## config.mk

```make
export PLATFORM = sky130hd
export DESIGN_NAME = can_int_encoder
export DESIGN_NICKNAME = d
export VERILOG_FILES = /design/src/rtl/can_int_pkg.sv /design/src/rtl/can_int_encoder.sv /design/src/rtl/can_int_prio.sv
export SDC_FILE = /design/constraint.sdc
export NUM_CORES = 1
export LEC_CHECK = 0
export BUFFER_PORTS_ARGS = -buffer_cell sky130_fd_sc_hd__buf_2
export CAP_MARGIN = 20
export CELL_PAD_IN_SITES_DETAIL_PLACEMENT = 0
export CELL_PAD_IN_SITES_GLOBAL_PLACEMENT = 1
export CORE_MARGIN = 1
export CORE_UTILIZATION = 30
export DETAILED_ROUTE_END_ITERATION = 10
export PLACE_DENSITY = 0.7
export REMOVE_ABC_BUFFERS = 1
export SLEW_MARGIN = 20
export SYNTH_ARGS = -nofsm -noshare
export SYNTH_HDL_FRONTEND = slang
export SYNTH_SLANG_ARGS = --single-unit
```

## constraint.sdc

```tcl
create_clock -name clock -period 1.7 [get_ports clock]
set_clock_uncertainty 0.2 [all_clocks]
set_input_delay 0.34 -clock clock [delete_from_list [all_inputs] [get_ports clock]]
set_output_delay 0.34 -clock clock [all_outputs]
set_load 0.005 [all_outputs]
```

## src/rtl/can_int_pkg.sv

```systemverilog
package can_int_pkg;

   localparam int DATA_W = 32;
   localparam int REG_W = 8;
   localparam int ADDR_W_MIN = 5;

   // Byte addresses of the register words
   localparam logic [4:0] FLAG_OFS = 5'h00;
   localparam logic [4:0] ENABLE_OFS = 5'h04;
   localparam logic [4:0] STATUS_OFS = 5'h08;
   localparam logic [4:0] COMM_OFS = 5'h0c;
   localparam logic [4:0] MODE_OFS = 5'h10;

   // Flag and enable bit positions
   localparam int RX0_BIT = 0;
   localparam int RX1_BIT = 1;
   localparam int TX0_BIT = 2;
   localparam int TX1_BIT = 3;
   localparam int TX2_BIT = 4;
   localparam int ERR_BIT = 5;
   localparam int WAKE_BIT = 6;
   localparam int INVMSG_BIT = 7;
   // Shared buffer flags in enhanced and FIFO modes
   localparam int RX_ALL_BIT = RX0_BIT;
   localparam int TX_ALL_BIT = TX0_BIT;

   // Communication status bit positions
   localparam int COMM_W = 6;
   localparam int OVR_BIT = 0;
   localparam int RX_WARN_BIT = 1;
   localparam int TX_WARN_BIT = 2;
   localparam int RX_PASS_BIT = 3;
   localparam int TX_PASS_BIT = 4;
   localparam int BUS_OFF_BIT = 5;

   // Controller status field positions
   localparam int CODE_LSB = 0;
   localparam int CODE_W = 5;
   localparam int LEGACY_CODE_W = 3;
   localparam int MODE_LSB = 6;

   // Reset values
   localparam logic [REG_W-1:0] FLAG_RST = 8'h00;
   localparam logic [REG_W-1:0] ENABLE_RST = 8'h00;
   localparam logic [COMM_W-1:0] COMM_RST = 6'h00;

   typedef logic [1:0] mode_t;
   localparam mode_t MODE_LEGACY = 2'h0;
   localparam mode_t MODE_ENHANCED = 2'h1;
   localparam mode_t MODE_FIFO = 2'h2;
   localparam mode_t MODE_RST = MODE_LEGACY;

   typedef logic [CODE_W-1:0] code_t;
   localparam code_t CODE_NONE = 5'h00;
   localparam code_t LG_ERR = 5'h01;
   localparam code_t LG_TX2 = 5'h02;
   localparam code_t LG_TX1 = 5'h03;
   localparam code_t LG_TX0 = 5'h04;
   localparam code_t LG_RX1 = 5'h05;
   localparam code_t LG_RX0 = 5'h06;
   localparam code_t LG_WAKE = 5'h07;
   localparam code_t EX_ERR = 5'h01;
   localparam code_t EX_TX = 5'h02;
   localparam code_t EX_RX = 5'h03;
   localparam code_t EX_WAKE = 5'h04;
   localparam code_t EX_INVMSG = 5'h05;
   localparam code_t EX_FIFO_RX = 5'h10;

   localparam logic [1:0] RESP_OKAY = 2'h0;
   localparam logic [1:0] RESP_SLVERR = 2'h2;

   typedef enum {SEL_FLAG, SEL_ENABLE, SEL_STATUS, SEL_COMM, SEL_MODE,
                 SEL_NONE} reg_sel_t;

endpackage : can_int_pkg

```

## src/rtl/can_int_encoder.sv

```systemverilog
// The implementer's own choices: the AXI4-Lite interface to the registers and the placing of the registers.
`timescale 1ns/1ps
module can_int_encoder
   import can_int_pkg::*;
#(
   parameter int ADDR_W = 5
)
(
   input wire logic clock,
   input wire logic reset,
   input wire logic [ADDR_W-1:0] s_axi_awaddr,
   input wire logic s_axi_awvalid,
   output logic s_axi_awready,
   input wire logic [DATA_W-1:0] s_axi_wdata,
   input wire logic [3:0] s_axi_wstrb,
   input wire logic s_axi_wvalid,
   output logic s_axi_wready,
   output logic [1:0] s_axi_bresp,
   output logic s_axi_bvalid,
   input wire logic s_axi_bready,
   input wire logic [ADDR_W-1:0] s_axi_araddr,
   input wire logic s_axi_arvalid,
   output logic s_axi_arready,
   output logic [DATA_W-1:0] s_axi_rdata,
   output logic [1:0] s_axi_rresp,
   output logic s_axi_rvalid,
   input wire logic s_axi_rready,
   input wire logic [1:0] rx_msg_event,
   input wire logic [2:0] tx_msg_event,
   input wire logic wake_event,
   input wire logic invalid_msg_event,
   input wire logic rx_overrun_event,
   input wire logic rx_warn_event,
   input wire logic tx_warn_event,
   input wire logic rx_passive_event,
   input wire logic tx_passive_event,
   input wire logic bus_off_event,
   output logic irq
);

   if (ADDR_W < ADDR_W_MIN) begin : g_addr_check
      $error("can_int_encoder: ADDR_W too small for the register map");
   end

   function automatic reg_sel_t decode(input logic [ADDR_W-1:0] addr);
      reg_sel_t sel;
      sel = SEL_NONE;
      if (addr[ADDR_W-1:0] == ADDR_W'(FLAG_OFS)) begin
         sel = SEL_FLAG;
      end else if (addr == ADDR_W'(ENABLE_OFS)) begin
         sel = SEL_ENABLE;
      end else if (addr == ADDR_W'(STATUS_OFS)) begin
         sel = SEL_STATUS;
      end else if (addr == ADDR_W'(COMM_OFS)) begin
         sel = SEL_COMM;
      end else if (addr == ADDR_W'(MODE_OFS)) begin
         sel = SEL_MODE;
      end
      return sel;
   endfunction : decode

   logic awready_reg;
   logic wready_reg;
   logic bvalid_reg;
   logic [1:0] bresp_reg;
   logic arready_reg;
   logic rvalid_reg;
   logic [1:0] rresp_reg;
   logic [DATA_W-1:0] rdata_reg;
   logic [ADDR_W-1:0] waddr_reg;
   logic [REG_W-1:0] wdata_reg;
   logic wlane_reg;

   logic [REG_W-1:0] flag_reg;
   logic [REG_W-1:0] enable_reg;
   logic [COMM_W-1:0] comm_status_reg;
   mode_t mode_reg;
   code_t code_reg;
   logic irq_reg;

   logic do_write;
   reg_sel_t wsel;
   reg_sel_t rsel;
   logic lane_write;
   logic [REG_W-1:0] flag_set;
   logic [COMM_W-1:0] comm_event;
   logic [REG_W-1:0] pending;
   code_t code_next;
   logic [DATA_W-1:0] rdata_next;
   logic shared_mode;

   // Address and data are each held once taken; the write happens when
   // both are in and no response is outstanding
   assign do_write = !awready_reg && !wready_reg && !bvalid_reg;
   assign wsel = decode(waddr_reg);
   assign rsel = decode(s_axi_araddr);
   assign lane_write = do_write && wlane_reg;
   assign shared_mode = (mode_reg == MODE_ENHANCED) ||
                        (mode_reg == MODE_FIFO);

   always_ff @(posedge clock) begin
      if (reset) begin
         awready_reg <= 1'b1;
         waddr_reg <= '0;
      end else if (s_axi_awvalid && awready_reg) begin
         awready_reg <= 1'b0;
         waddr_reg <= s_axi_awaddr;
      end else if (bvalid_reg && s_axi_bready) begin
         awready_reg <= 1'b1;
      end
   end

   always_ff @(posedge clock) begin
      if (reset) begin
         wready_reg <= 1'b1;
         wdata_reg <= '0;
         wlane_reg <= 1'b0;
      end else if (s_axi_wvalid && wready_reg) begin
         wready_reg <= 1'b0;
         wdata_reg <= s_axi_wdata[REG_W-1:0];
         wlane_reg <= s_axi_wstrb[0];
      end else if (bvalid_reg && s_axi_bready) begin
         wready_reg <= 1'b1;
      end
   end

   // Unmapped addresses still complete, with an error response, so a
   // stray access never hangs the bus
   always_ff @(posedge clock) begin
      if (reset) begin
         bvalid_reg <= 1'b0;
         bresp_reg <= RESP_OKAY;
      end else if (do_write) begin
         bvalid_reg <= 1'b1;
         bresp_reg <= (wsel == SEL_NONE) ? RESP_SLVERR : RESP_OKAY;
      end else if (s_axi_bready) begin
         bvalid_reg <= 1'b0;
      end
   end

   // Registers are one byte wide, so only lane 0 of the data matters
   always_comb begin
      rdata_next = '0;
      case (rsel)
         SEL_FLAG: rdata_next[REG_W-1:0] = flag_reg;
         SEL_ENABLE: rdata_next[REG_W-1:0] = enable_reg;
         SEL_STATUS: begin
            rdata_next[CODE_LSB +: CODE_W] = code_reg;
            rdata_next[MODE_LSB +: 2] = mode_reg;
         end
         SEL_COMM: rdata_next[COMM_W-1:0] = comm_status_reg;
         SEL_MODE: rdata_next[1:0] = mode_reg;
         default: rdata_next = '0;
      endcase
   end

   // Read data is caught at the address handshake, so a flag that moves
   // later cannot tear a word already on its way back
   always_ff @(posedge clock) begin
      if (reset) begin
         arready_reg <= 1'b1;
         rvalid_reg <= 1'b0;
         rresp_reg <= RESP_OKAY;
         rdata_reg <= '0;
      end else if (s_axi_arvalid && arready_reg) begin
         arready_reg <= 1'b0;
         rvalid_reg <= 1'b1;
         rresp_reg <= (rsel == SEL_NONE) ? RESP_SLVERR : RESP_OKAY;
         rdata_reg <= rdata_next;
      end else if (rvalid_reg && s_axi_rready) begin
         arready_reg <= 1'b1;
         rvalid_reg <= 1'b0;
      end
   end

   // Error sources, receive and transmit sides mixed, in one vector
   always_comb begin
      comm_event = '0;
      comm_event[OVR_BIT] = rx_overrun_event;
      comm_event[RX_WARN_BIT] = rx_warn_event;
      comm_event[RX_PASS_BIT] = rx_passive_event;
      comm_event[TX_WARN_BIT] = tx_warn_event;
      comm_event[TX_PASS_BIT] = tx_passive_event;
      comm_event[BUS_OFF_BIT] = bus_off_event;
   end

   always_comb begin
      flag_set = '0;
      if (shared_mode) begin
         flag_set[RX_ALL_BIT] = |rx_msg_event;
         flag_set[TX_ALL_BIT] = |tx_msg_event;
      end else begin
         flag_set[RX0_BIT] = rx_msg_event[0];
         flag_set[RX1_BIT] = rx_msg_event[1];
         flag_set[TX0_BIT] = tx_msg_event[0];
         flag_set[TX1_BIT] = tx_msg_event[1];
         flag_set[TX2_BIT] = tx_msg_event[2];
      end
      flag_set[ERR_BIT] = |comm_event;
      flag_set[WAKE_BIT] = wake_event;
      flag_set[INVMSG_BIT] = invalid_msg_event;
   end

   // A hardware set in the same cycle as a software clear wins
   always_ff @(posedge clock) begin
      if (reset) begin
         flag_reg <= FLAG_RST;
      end else if (lane_write && wsel == SEL_FLAG) begin
         flag_reg <= wdata_reg | flag_set;
      end else begin
         flag_reg <= flag_reg | flag_set;
      end
   end

   // Enables are plain storage; a disabled source still sets its flag
   always_ff @(posedge clock) begin
      if (reset) begin
         enable_reg <= ENABLE_RST;
      end else if (lane_write && wsel == SEL_ENABLE) begin
         enable_reg <= wdata_reg;
      end
   end

   // Each error cause is a sticky bit; software clears by writing 0
   for (genvar i = 0; i < COMM_W; i++) begin : g_comm
      always_ff @(posedge clock) begin
         if (reset) begin
            comm_status_reg[i] <= COMM_RST[i];
         end else if (comm_event[i]) begin
            comm_status_reg[i] <= 1'b1;
         end else if (lane_write && wsel == SEL_COMM) begin
            comm_status_reg[i] <= wdata_reg[i];
         end
      end
   end

   // Reserved mode value 3 is refused; the mode stays as it was
   always_ff @(posedge clock) begin
      if (reset) begin
         mode_reg <= MODE_RST;
      end else if (lane_write && wsel == SEL_MODE &&
                   wdata_reg[1:0] != 2'h3) begin
         mode_reg <= wdata_reg[1:0];
      end
   end

   assign pending = flag_reg & enable_reg;

   can_int_prio u_prio (
      .pending(pending),
      .mode(mode_reg),
      .code(code_next)
   );

   // Code follows the pending set every cycle, so a cleared source gives
   // way to the next one; writes to the status word never reach it
   always_ff @(posedge clock) begin
      if (reset) begin
         code_reg <= CODE_NONE;
      end else if (shared_mode) begin
         code_reg <= code_next;
      end else begin
         code_reg <= {2'b00, code_next[LEGACY_CODE_W-1:0]};
      end
   end

   // Registered so the request never glitches toward the core; it lags
   // the pending set by one clock
   always_ff @(posedge clock) begin
      if (reset) begin
         irq_reg <= 1'b0;
      end else begin
         irq_reg <= |pending;
      end
   end

   assign s_axi_awready = awready_reg;
   assign s_axi_wready = wready_reg;
   assign s_axi_bvalid = bvalid_reg;
   assign s_axi_bresp = bresp_reg;
   assign s_axi_arready = arready_reg;
   assign s_axi_rvalid = rvalid_reg;
   assign s_axi_rresp = rresp_reg;
   assign s_axi_rdata = rdata_reg;
   assign irq = irq_reg;

endmodule : can_int_encoder

```

## src/rtl/can_int_prio.sv

```systemverilog
`timescale 1ns/1ps
module can_int_prio
   import can_int_pkg::*;
(
   input wire logic [REG_W-1:0] pending,
   input wire mode_t mode,
   output code_t code
);

   // Earlier branches win; the most urgent source gets the lowest code, except in FIFO mode, where receive gets EX_FIFO_RX
   always_comb begin
      code = CODE_NONE;
      if (mode == MODE_ENHANCED || mode == MODE_FIFO) begin
         if (pending[ERR_BIT]) begin
            code = EX_ERR;
         end else if (pending[TX_ALL_BIT]) begin
            code = EX_TX;
         end else if (pending[RX_ALL_BIT]) begin
            // FIFO firmware finds the buffer through its pointer bits
            code = (mode == MODE_FIFO) ? EX_FIFO_RX : EX_RX;
         end else if (pending[WAKE_BIT]) begin
            code = EX_WAKE;
         end else if (pending[INVMSG_BIT]) begin
            code = EX_INVMSG;
         end
      end else begin
         // Legacy field has no code left for the invalid-message source
         if (pending[ERR_BIT]) begin
            code = LG_ERR;
         end else if (pending[TX2_BIT]) begin
            code = LG_TX2;
         end else if (pending[TX1_BIT]) begin
            code = LG_TX1;
         end else if (pending[TX0_BIT]) begin
            code = LG_TX0;
         end else if (pending[RX1_BIT]) begin
            code = LG_RX1;
         end else if (pending[RX0_BIT]) begin
            code = LG_RX0;
         end else if (pending[WAKE_BIT]) begin
            code = LG_WAKE;
         end
      end
   end

endmodule : can_int_prio

```

==> metrics.yaml, run 1 <==
logic_synthesis:
  post_synth.cell_area_avg_um2: 8.61
  async_flop_share_pct: 0
  yosys_register_bits: 58
  synthTopCellsByArea: "dfxtp_1, buf_4, mux2i_1"
  number_of_instances_in_the_synthesized_netlist: 317
  post_synth_edffs: 0
  synth_area_in_adders_pct: 0.459
  muxShareOfSynthArea_pct: 9.81
  yosys_warnings: 0
  yosys.area_share.xor_xnor_pct: 0
  netlist_area_mm2: 0.00273
  netlist-cell-type-count: 42
  synth_top_family_by_area: "simple AND/OR/NAND/NOR gates"
  synthDominantAreaCellType: "dfxtp_1"
  postSynth.topFlopCell: "dfxtp_1"
  synth_seq_area_share_pct: 42.5
  synth-simple-area-share_pct: 21.3
  synth-compound-area-share_pct: 15.5
  synthDominantCellAreaShare_pct: 42.5
critical_path:
  reg2reg_setup_slack_ps: 120
  crit-reg2reg-capture: "enable_reg[1]$_SDFFE_PP0P_"
  arrival_time_at_the_worst_endpoint_ps: 1600
  critical_path_sink_type: "register"
  worst-endpoint-required_ps: 1720
  worst-r2r-cell-count: 5
  critical_path.max_stage_delay_ps: 370
  cp_max_fo: 8
  start_kind: "register"
  crit_path_top_delay_cell: "nor4b_4"
  crit_buf_inv: 1
  crit_chain: "nor4b_4, nand4b_1, buf_4, mux2i_1, nor2_1"
  criticalPathCategory: "reg -> reg"
  cp_top_family: "simple AND/OR/NAND/NOR gates"
  r2r_start: "waddr_reg[0]$_SDFFE_PP0P_"
placement:
  dp_hpwl_um: 4970
  gp_routability_congestion: 0.881
  dpl.cell_count: 485
  dpl-instance-area_mm2: 0.00314
  buffers_added_on_ports: 54
clocking:
  cts_max_path_buffers: 2
  hold_buffers_post_cts: 0
  clock_tree_from_tritoncts: "built"
  htree_levels: 3
  worst_skew_pair.late_latency_ps: 340
  cts_made_buffers: 9
  cts_root_buf: "clkbuf_8"
  cts_sinks: 58
  clk_pin_slew_worst_paths_ps: 70
power:
  power.internal_mw: 2.31
  pwr_density_cell_mw_per_mm2: 915
  power.switching_uw: 758
  pleak_nw: 1.57
  ir_worst_vdd_v: 0.000392
  post-layout-total-power_mw: 3.06
  switching_share_pct: 24.7
  pwr-share-seq_pct: 48.2
  clock_power_share_pct: 41.9
  logic_gate_share_of_total_power_pct: 9.9
detailed_routing:
  dr.pass1.iters: 4
  remaining_drc_errors: 0
  ant_nets: 0
  vias_per_cell: 4.70
  first_iter_violations: 74
  drt-wirelength-per-cell_um: 12.7
  drt_wl_total_um: 6380
  dr_total_vias: 2355
die:
  ios: 108
  total_die_area_mm2: 0.00948
  floorplan.die.height_um: 97.4
  core-area_mm2: 0.00876
  starting_utilization_of_the_core_area_pct: 31.1
  placementRows: 34
  chipWidth_um: 97.4
layout:
  filler_cell_count: 941
  fin_util_pct: 38.2
  design.final.nets: 455
  finish.cell_count_without_fillers: 501
  layout.cell_area.non_filler_mm2: 0.00335
  antennaDiodeCount: 0
  fraction_of_layout_instances_using_a_drive_strength_above_1_pct: 26.7
  area_delta_synth_final_pct: 22.8
worst_hold_path:
  worst_hold_startpoint: "s_axi_wdata[5]"
  min_path_type: "in -> reg"
  hold_path_depth: 3
  worstHoldEndpoint: "wdata_reg[5]$_SDFFE_PP0P_"
timing:
  maxClockFrequency_mhz: 633
  timing.final.crit_share_pct: 92.9
  finalSetupViolations: 0
  timing_max_transition_violations_final: 0
  final_tns_setup_ps: 0
  timing_hold_violations_final: 0
  finalWorstPathRequiredPeriod_ps: 1580
  setup_repair_after_global_routing_missed_its_margin: "yes"
global_routing:
  overflow: 0
  grt_antenna_before_repair: 0
  grt_max_degree: 26
  grt_use_total_pct: 14.1
  grt_first_pass_wirelength_um: 10600
  grt_pass1_vias: 2238
run:
  max_cap_violations: 0
run_status:
  outcome: "finished, final reports clean"
-- how the worst max path moves through the flow --
stage | startpoint | to | cells past startpoint
finish | waddr_reg[0]$_SDFFE_PP0P_ | enable_reg[1]$_SDFFE_PP0P_ | 5
global route | waddr_reg[1]$_SDFFE_PP0P_ | comm_status_reg[5]$_SDFFE_PP0P_ | 5
CTS | mode_reg[0]$_SDFFE_PP0P_ | code_reg[4]$_SDFF_PP0_ | 4
detailed placement | s_axi_araddr[3] | s_axi_rresp[1]$_SDFFE_PP0P_ | 5
global placement | s_axi_araddr[2] | s_axi_rdata[1]$_SDFFE_PP0P_ | 5
floorplan | waddr_reg[0]$_SDFFE_PP0P_ | enable_reg[0]$_SDFFE_PP0P_ | 4
-- synth_stat cells, types with 3 or more instances --
| master | count |
|---|---|
| dfxtp_1 | 58 |
| nand2_1 | 46 |
| nor2_1 | 35 |
| a21oi_1 | 28 |
| buf_4 | 27 |
| mux2i_1 | 20 |
| nor3_1 | 13 |
| a211oi_1 | 10 |
| nand3_1 | 10 |
| clkbuf_1 | 8 |
| a22oi_1 | 6 |
| inv_1 | 5 |
| o21ai_0 | 5 |
| a31oi_1 | 4 |
| a22o_1 | 3 |
| buf_2 | 3 |
| nand4_1 | 3 |
| nor2b_1 | 3 |
-- tightest hold or removal path: cells and delay by family --
family          cells  cell delay (ps)
buf+inv             1              100
simple gates        1               50
compound gates      1               50
-- layer usage --
metal	track usage, %	up-vias	wire length [µm]
met4	7.47	0	163
met1	17.9	1067	3050
met3	4.10	10	326
met2	21.5	71	2830
met5	0	-	0
li1	-	1207	-
-- cell usage in the layout (no fill, tap or decap), types with 2 or more instances in the layout --
master,Yosys,final
clkinv_2,0,3
a211oi_1,10,10
clkbuf_8,0,11
a21o_1,2,2
mux4_2,2,2
o21ai_0,5,5
o2bb2ai_1,2,2
buf_2,3,54
nand2_1,46,46
nand3_1,10,10
a31oi_1,4,4
and2_1,2,2
mux2i_1,20,20
dfxtp_1,58,58
mux2_2,2,2
inv_1,5,5
a21oi_1,28,28
nor2b_1,3,3
nand4_1,3,3
a22oi_1,6,6
buf_4,27,20
o221a_2,2,2
a22o_1,3,3
conb_1,1,26
nor3_1,13,12
nor2_1,35,35
-- logic make-up (layout without fill, tap and decap cells) --
| logic type | Yosys count | count (layout) |
|---|---|---|
| compound gates | 66 | 66 |
| fa+ha+maj | 1 | 1 |
| buf+inv | 45 | 96 |
| flops | 58 | 58 |
| mux | 24 | 24 |
| other cells | 1 | 26 |
| simple gates | 122 | 122 |
-- power groups by stage --
stage,Combinational (mW),Clock (mW),Sequential (mW)
5_1_grt,0.343,1.39,1.49
6_report,0.303,1.28,1.48
2_1_floorplan,0.143,0,1.50
3_5_place_dp,0.305,0,1.51
4_1_cts,0.306,1.32,1.48
3_3_place_gp,0.300,0,1.51
-- final cells by class --
class                           count  area, µm²  area share, %
Multi-Input combinational cell    239       1390           41.5
Clock inverter                      5       52.6           1.57
Clock buffer                       11        151           4.52
Tap cell                          108        135           4.03
Sequential cell                    58       1160           34.7
Inverter                            5       18.8          0.560
Timing Repair Buffer               75        440           13.1
-- through the flow --
step | setup WS (ps) | hold WS (ps)
5_1_grt | 3.92 | 28.8
2_1_floorplan | -7.38 | 209
4_1_cts | 90.4 | 20.5
3_5_place_dp | 7.20 | 277
3_3_place_gp | 12.5 | 265
6_report | 121 | 36.3
-- repair_timing --
item / CTS / global route
resized for setup: 0 / 2
setup endpoints to repair: 0 / 2
endpoints found under the hold margin: 0 / 0
setup buffers: 0 / 0
No activity file was read; power rests on OpenSTA's default activity.
==> run 2, diff against run 1 <==
--- a/config.mk
+++ b/config.mk
@@ -9,10 +9,9 @@
 export CAP_MARGIN = 20
 export CELL_PAD_IN_SITES_DETAIL_PLACEMENT = 0
 export CELL_PAD_IN_SITES_GLOBAL_PLACEMENT = 1
-export CORE_MARGIN = 1
-export CORE_UTILIZATION = 30
+export CORE_UTILIZATION = 35
 export DETAILED_ROUTE_END_ITERATION = 10
-export PLACE_DENSITY = 0.7
+export PLACE_DENSITY = 0.8
 export REMOVE_ABC_BUFFERS = 1
 export SLEW_MARGIN = 20
 export SYNTH_ARGS = -nofsm -noshare
==> metrics.yaml, run 2 (synthesis results as in run 1) <==
die:
  ios: 108  # unchanged
  core-area_mm2: 0.00741  # -15%
  total_die_area_mm2: 0.00815  # -14%
  starting_utilization_of_the_core_area_pct: 36.8  # +5.7 points
  floorplan.die.height_um: 90.3  # -7.3%
  placementRows: 31  # -8.8%
  chipWidth_um: 90.3  # -7.3%
detailed_routing:
  first_iter_violations: 131  # +77%
  vias_per_cell: 4.79  # +1.9%
  ant_nets: 0  # unchanged
  dr_total_vias: 2352  # -0.13%
  dr.pass1.iters: 4  # unchanged
  drt_wl_total_um: 6250  # -2.0%
  drt-wirelength-per-cell_um: 12.7  # about the same
  remaining_drc_errors: 0  # unchanged
power:
  ir_worst_vdd_v: 0.000650  # +66%
  logic_gate_share_of_total_power_pct: 9.1  # -0.8 points
  power.internal_mw: 2.57  # +12%
  pwr_density_cell_mw_per_mm2: 980  # +7.2%
  clock_power_share_pct: 46.8  # +4.9 points
  pleak_nw: 1.60  # +1.7%
  power.switching_uw: 785  # +3.6%
  pwr-share-seq_pct: 44.1  # -4.1 points
  switching_share_pct: 23.4  # -1.4 points
timing:
  fin_ws_ps: 65.0  # -55.5 ps
  finalWorstPathRequiredPeriod_ps: 1630  # +55.5 ps
  finalSetupViolations: 0  # unchanged
  final_tns_setup_ps: 0  # unchanged
  timing.final.crit_share_pct: 96.2  # +3.3 points
  timing_hold_violations_final: 0  # unchanged
  relSlewSlack_pct: 65.1
  maxClockFrequency_mhz: 612  # -3.4%
  setup_repair_after_global_routing_missed_its_margin: "yes"
  measured_slew_at_the_worst_slew_check_pin_ps: 523
  timing_max_transition_violations_final: 0  # unchanged
critical_path:
  arrival_time_at_the_worst_endpoint_ps: 1630  # +30 ps
  startpoint: "waddr_reg[4]$_SDFFE_PP0P_"
  start_kind: "register"
  worst-endpoint-required_ps: 1700  # -20 ps
  criticalPathCategory: "reg -> reg"
  reg2reg_setup_slack_ps: 70  # -60 ps
  cp_max_fo: 10  # +2
  crit-reg2reg-capture: "flag_reg[1]$_SDFF_PP0_"
  crit_path_end: "flag_reg[1]$_SDFF_PP0_"
  r2r_start: "waddr_reg[4]$_SDFFE_PP0P_"
  worst-r2r-cell-count: 5  # unchanged
  critical_path_sink_type: "register"
clocking:
  htree_levels: 3  # unchanged
  worst_skew_pair.late_latency_ps: 340  # about the same
  clock_tree_from_tritoncts: "built"
  cts_made_buffers: 9  # unchanged
  clk_pin_slew_worst_paths_ps: 70  # about the same
  cts_sinks: 58  # unchanged
  cts_max_path_buffers: 2  # unchanged
  cts_root_buf: "clkbuf_8"
global_routing:
  grt_first_pass_wirelength_um: 10200  # -3.8%
  grt_max_degree: 50  # +92%
  grt_antenna_before_repair: 0  # unchanged
  grt_pass1_vias: 2159  # -3.5%
  grt_use_total_pct: 15.8  # +1.7 points
  overflow: 0  # unchanged
placement:
  dpl-instance-area_mm2: 0.00310  # -1.1%
  post-place-ws_ps: -43.2  # -50.4 ps
  dpl.cell_count: 473  # -2.5%
  buffers_added_on_ports: 54  # unchanged
  gp_routability_congestion: 0.841  # -4.5%
  dp_hpwl_um: 4630  # -6.9%
worst_hold_path:
  min_path_type: "in -> reg"
  worst_hold_startpoint: "s_axi_wdata[3]"
layout:
  final_cell_mix: "dfxtp_1, buf_2, nand2_1"
  area_delta_synth_final_pct: 25.6
  finish.cell_count_without_fillers: 491  # -2.0%
  mostFrequentLayoutCell: "dfxtp_1"
  design.final.nets: 454  # -0.22%
  antennaDiodeCount: 0  # unchanged
  fraction_of_layout_instances_using_a_drive_strength_above_1_pct: 28.8  # +2.1 points
  layout.cell_area.non_filler_mm2: 0.00343  # +2.3%
run_status:
  outcome: "finished, final reports clean"
run:
  max_cap_violations: 0  # unchanged
==> run 2: worst max-delay path, stage by stage, from the launching register on <==
cell,delay [ps]
dfxtp_2,350
nor4b_4,390
nand3_2,140
buf_12,180
mux2i_1,150
a21oi_1,80
==> run 2: how the worst min path moves through the flow <==
stage | cells past startpoint | end
after floorplan | 1 | flag_reg[0]$_SDFF_PP0_
after global placement | 2 | s_axi_rresp[1]$_SDFFE_PP0P_
after detailed placement | 2 | wdata_reg[7]$_SDFFE_PP0P_
after CTS | 3 | wdata_reg[7]$_SDFFE_PP0P_
after global routing | 3 | wdata_reg[6]$_SDFFE_PP0P_
final | 3 | wdata_reg[3]$_SDFFE_PP0P_
==> run 2: routing by layer <==
| metal | wire length, µm | part of all wire, % | track usage, % |
|---|---|---|---|
| met5 | 0 | 0 | 0 |
| met4 | 86 | 1.4 | 5.24 |
| met3 | 376 | 6.0 | 5.22 |
| met2 | 2860 | 46 | 25.0 |
| met1 | 2930 | 47 | 20.2 |
==> run 2: layout make-up <==
class	instances	area [µm²]
clock inverter	6	114
sequential	58	1160
inverter	5	18.8
fill	736	3980
clock buffer	10	138
tap	99	124
multi-input combinational	239	1430
timing repair buffer	74	440
==> run 2: through the flow <==
step,utilization (%),hold WS (ps),power [mW]
after floorplan,-,209,1.64
after global placement,41.9,266,1.80
after detailed placement,41.9,276,1.81
after CTS,45.4,21.0,3.39
after global routing,46.3,28.8,3.50
final,46.3,36.2,3.36
==> run 2: power by group through the flow <==
| stage | Clock [mW] | Combinational (mW) | Sequential, mW |
|---|---|---|---|
| 6_report | 1.57 | 0.304 | 1.48 |
| 5_1_grt | 1.67 | 0.343 | 1.49 |
| 4_1_cts | 1.61 | 0.300 | 1.48 |
| 3_5_place_dp | 0 | 0.298 | 1.51 |
| 3_3_place_gp | 0 | 0.291 | 1.51 |
| 2_1_floorplan | 0 | 0.143 | 1.50 |
==> run 2: repair_timing <==
item	CTS	global route
resized for setup	1	13
endpoints found under the setup margin	3	25
hold endpoints to repair	0	0
buffers inserted	0	2
cloned	0	0
hold buffers	0	0
pin swaps	0	5
==> run 3, diff against run 2 <==
--- a/config.mk
+++ b/config.mk
@@ -11,6 +11,7 @@
 export CELL_PAD_IN_SITES_GLOBAL_PLACEMENT = 1
 export CORE_UTILIZATION = 35
 export DETAILED_ROUTE_END_ITERATION = 10
+export GPL_TIMING_DRIVEN = 0
 export PLACE_DENSITY = 0.8
 export REMOVE_ABC_BUFFERS = 1
 export SLEW_MARGIN = 20
==> metrics.yaml, run 3 (synthesis results as in run 1) <==
power:
  pwr_density_cell_mw_per_mm2: 936  # -4.5%
  ir_worst_vdd_v: 0.000549  # -16%
  pleak_nw: 1.49  # -6.9%
  post-layout-total-power_mw: 3.04  # -9.5%
timing:
  measured_slew_at_the_worst_slew_check_pin_ps: 530  # +6.48 ps
  relSlewSlack_pct: 64.7  # -0.43 points
  final_tns_setup_ps: 0  # unchanged
  maxClockFrequency_mhz: 612  # +0.11%
  setup_repair_after_global_routing_missed_its_margin: "yes"
  finalSetupViolations: 0  # unchanged
  timing.final.crit_share_pct: 96.1  # -0.11 points
  timing_hold_violations_final: 0  # unchanged
  finalWorstPathRequiredPeriod_ps: 1630  # -1.80 ps
  timing_max_transition_violations_final: 0  # unchanged
  fin_worst_hold_slack_ps: 34.7  # -1.48 ps
detailed_routing:
  dr.pass1.iters: 4  # unchanged
  remaining_drc_errors: 0  # unchanged
  route.layer.met1.wl_um: 2910  # -0.51%
  dr_total_vias: 2308  # -1.9%
  drt-wirelength-per-cell_um: 12.9  # +1.3%
  route.met2.wl_um: 2760  # -3.3%
  ant_nets: 0  # unchanged
  first_iter_violations: 103  # -21%
  drt_wl_total_um: 6110  # -2.2%
  vias_per_cell: 4.87  # +1.6%
  top_layer_used: "met4"
  met3_length_um: 340  # -9.6%
die:
  chipWidth_um: 90.3  # unchanged
  ios: 108  # unchanged
  core-area_mm2: 0.00741  # unchanged
  starting_utilization_of_the_core_area_pct: 36.8  # unchanged
  total_die_area_mm2: 0.00815  # unchanged
  floorplan.die.height_um: 90.3  # unchanged
  placementRows: 31  # unchanged
layout:
  fraction_of_layout_instances_using_a_drive_strength_above_1_pct: 24.3  # -4.6 points
  mostFrequentLayoutCell: "dfxtp_1"
  final_cell_mix: "dfxtp_1, buf_2, nand2_1"
  fin_util_pct: 43.8  # -2.4 points
  finish.cell_count_without_fillers: 474  # -3.5%
  antennaDiodeCount: 0  # unchanged
  area_delta_synth_final_pct: 19.0
  design.final.nets: 437  # -3.7%
global_routing:
  grt_pass1_vias: 2195  # +1.7%
  grt_use_total_pct: 15.9  # +0.14 points
  grt_antenna_before_repair: 0  # unchanged
  grt_first_pass_wirelength_um: 10300  # +0.68%
  overflow: 0  # unchanged
  grt_max_degree: 51  # +2.0%
critical_path:
  critical_path_sink_type: "register"
  crit_path_top_delay_cell: "dfxtp_2"
  criticalPathCategory: "reg -> reg"
  arrival_time_at_the_worst_endpoint_ps: 1630  # about the same
  critical_path.max_stage_delay_ps: 350  # -40 ps
  worst-endpoint-required_ps: 1690  # about the same
  crit_chain: "nor4b_4, buf_4, nand4_4, nor3_1, a211oi_1"
  start_kind: "register"
  cp_max_fo: 12  # +2
clocking:
  cts_max_path_buffers: 2  # unchanged
  htree_levels: 3  # unchanged
  cts_root_buf: "clkbuf_8"
  cts_sinks: 58  # unchanged
  clock_tree_from_tritoncts: "built"
  clk_pin_slew_worst_paths_ps: 60  # about the same
  worst_skew_pair.late_latency_ps: 340  # about the same
  cts_made_buffers: 9  # unchanged
run_status:
  outcome: "finished, final reports clean"
worst_hold_path:
  min_path_type: "in -> reg"
placement:
  dp_hpwl_um: 4420  # -4.6%
  gp_routability_congestion: 0.811  # -3.5%
  dpl.cell_count: 455  # -3.8%
  buffers_added_on_ports: 54  # unchanged
run:
  max_cap_violations: 0  # unchanged
## run 3: metal layers
metal / track usage [%] / vias to the layer above
met1: 20.2 / 1061
met2: 25.2 / 66
met3: 5.22 / 9
li1: - / 1172
met5: 0 / -
met4: 6.05 / 0
## run 3: layout make-up
type | instances | area [µm²]
fillers | 763 | 4160
multi-input cells | 239 | 1430
flip-flops and latches | 58 | 1160
repair buffers | 57 | 312
clock buffers | 14 | 163
well taps | 99 | 124
clock inverters | 2 | 35.0
inverters | 5 | 18.8
## run 3: worst paths after layout
kind	startpoint	to	slack (ps)	depth (start not counted)
hold / removal	s_axi_awaddr[1]	waddr_reg[1]$_SDFFE_PP0P_	30	3
setup / recovery	waddr_reg[4]$_SDFFE_PP0P_	comm_status_reg[0]$_SDFFE_PP0P_	70	5
setup reg to reg	waddr_reg[4]$_SDFFE_PP0P_	comm_status_reg[0]$_SDFFE_PP0P_	70	5
hold reg to reg	wdata_reg[7]$_SDFFE_PP0P_	wdata_reg[7]$_SDFFE_PP0P_	270	2
## run 3: worst max-delay path, delay by kind of cell, from the launching register on
family          cells  cell delay (ps)
flops               1              350
compound gates      1               70
simple gates        3              680
buf+inv             1              180
## run 3: per-stage QoR
stage,area (µm²),worst slack (ps)
finish,3250,66.8
floorplan,2560,-7.38
global placement,2950,-356
detailed placement,2950,-392
CTS,3180,2.20
global route,3250,-37.8
## run 3: repair_timing
action	in CTS	in global routing
setup endpoints to repair	26	33
pin swaps	1	4
buffers inserted	1	2
hold buffers	0	0
cloned	0	0
gates resized for setup	4	10
## run 3: where the power goes
group | leakage (nW) | switching, mW | internal (mW) | total [mW]
combinational | 0.914 | 0.155 | 0.122 | 0.276
clock | 0.101 | 0.519 | 0.756 | 1.28
sequential | 0.477 | 0.0648 | 1.42 | 1.49
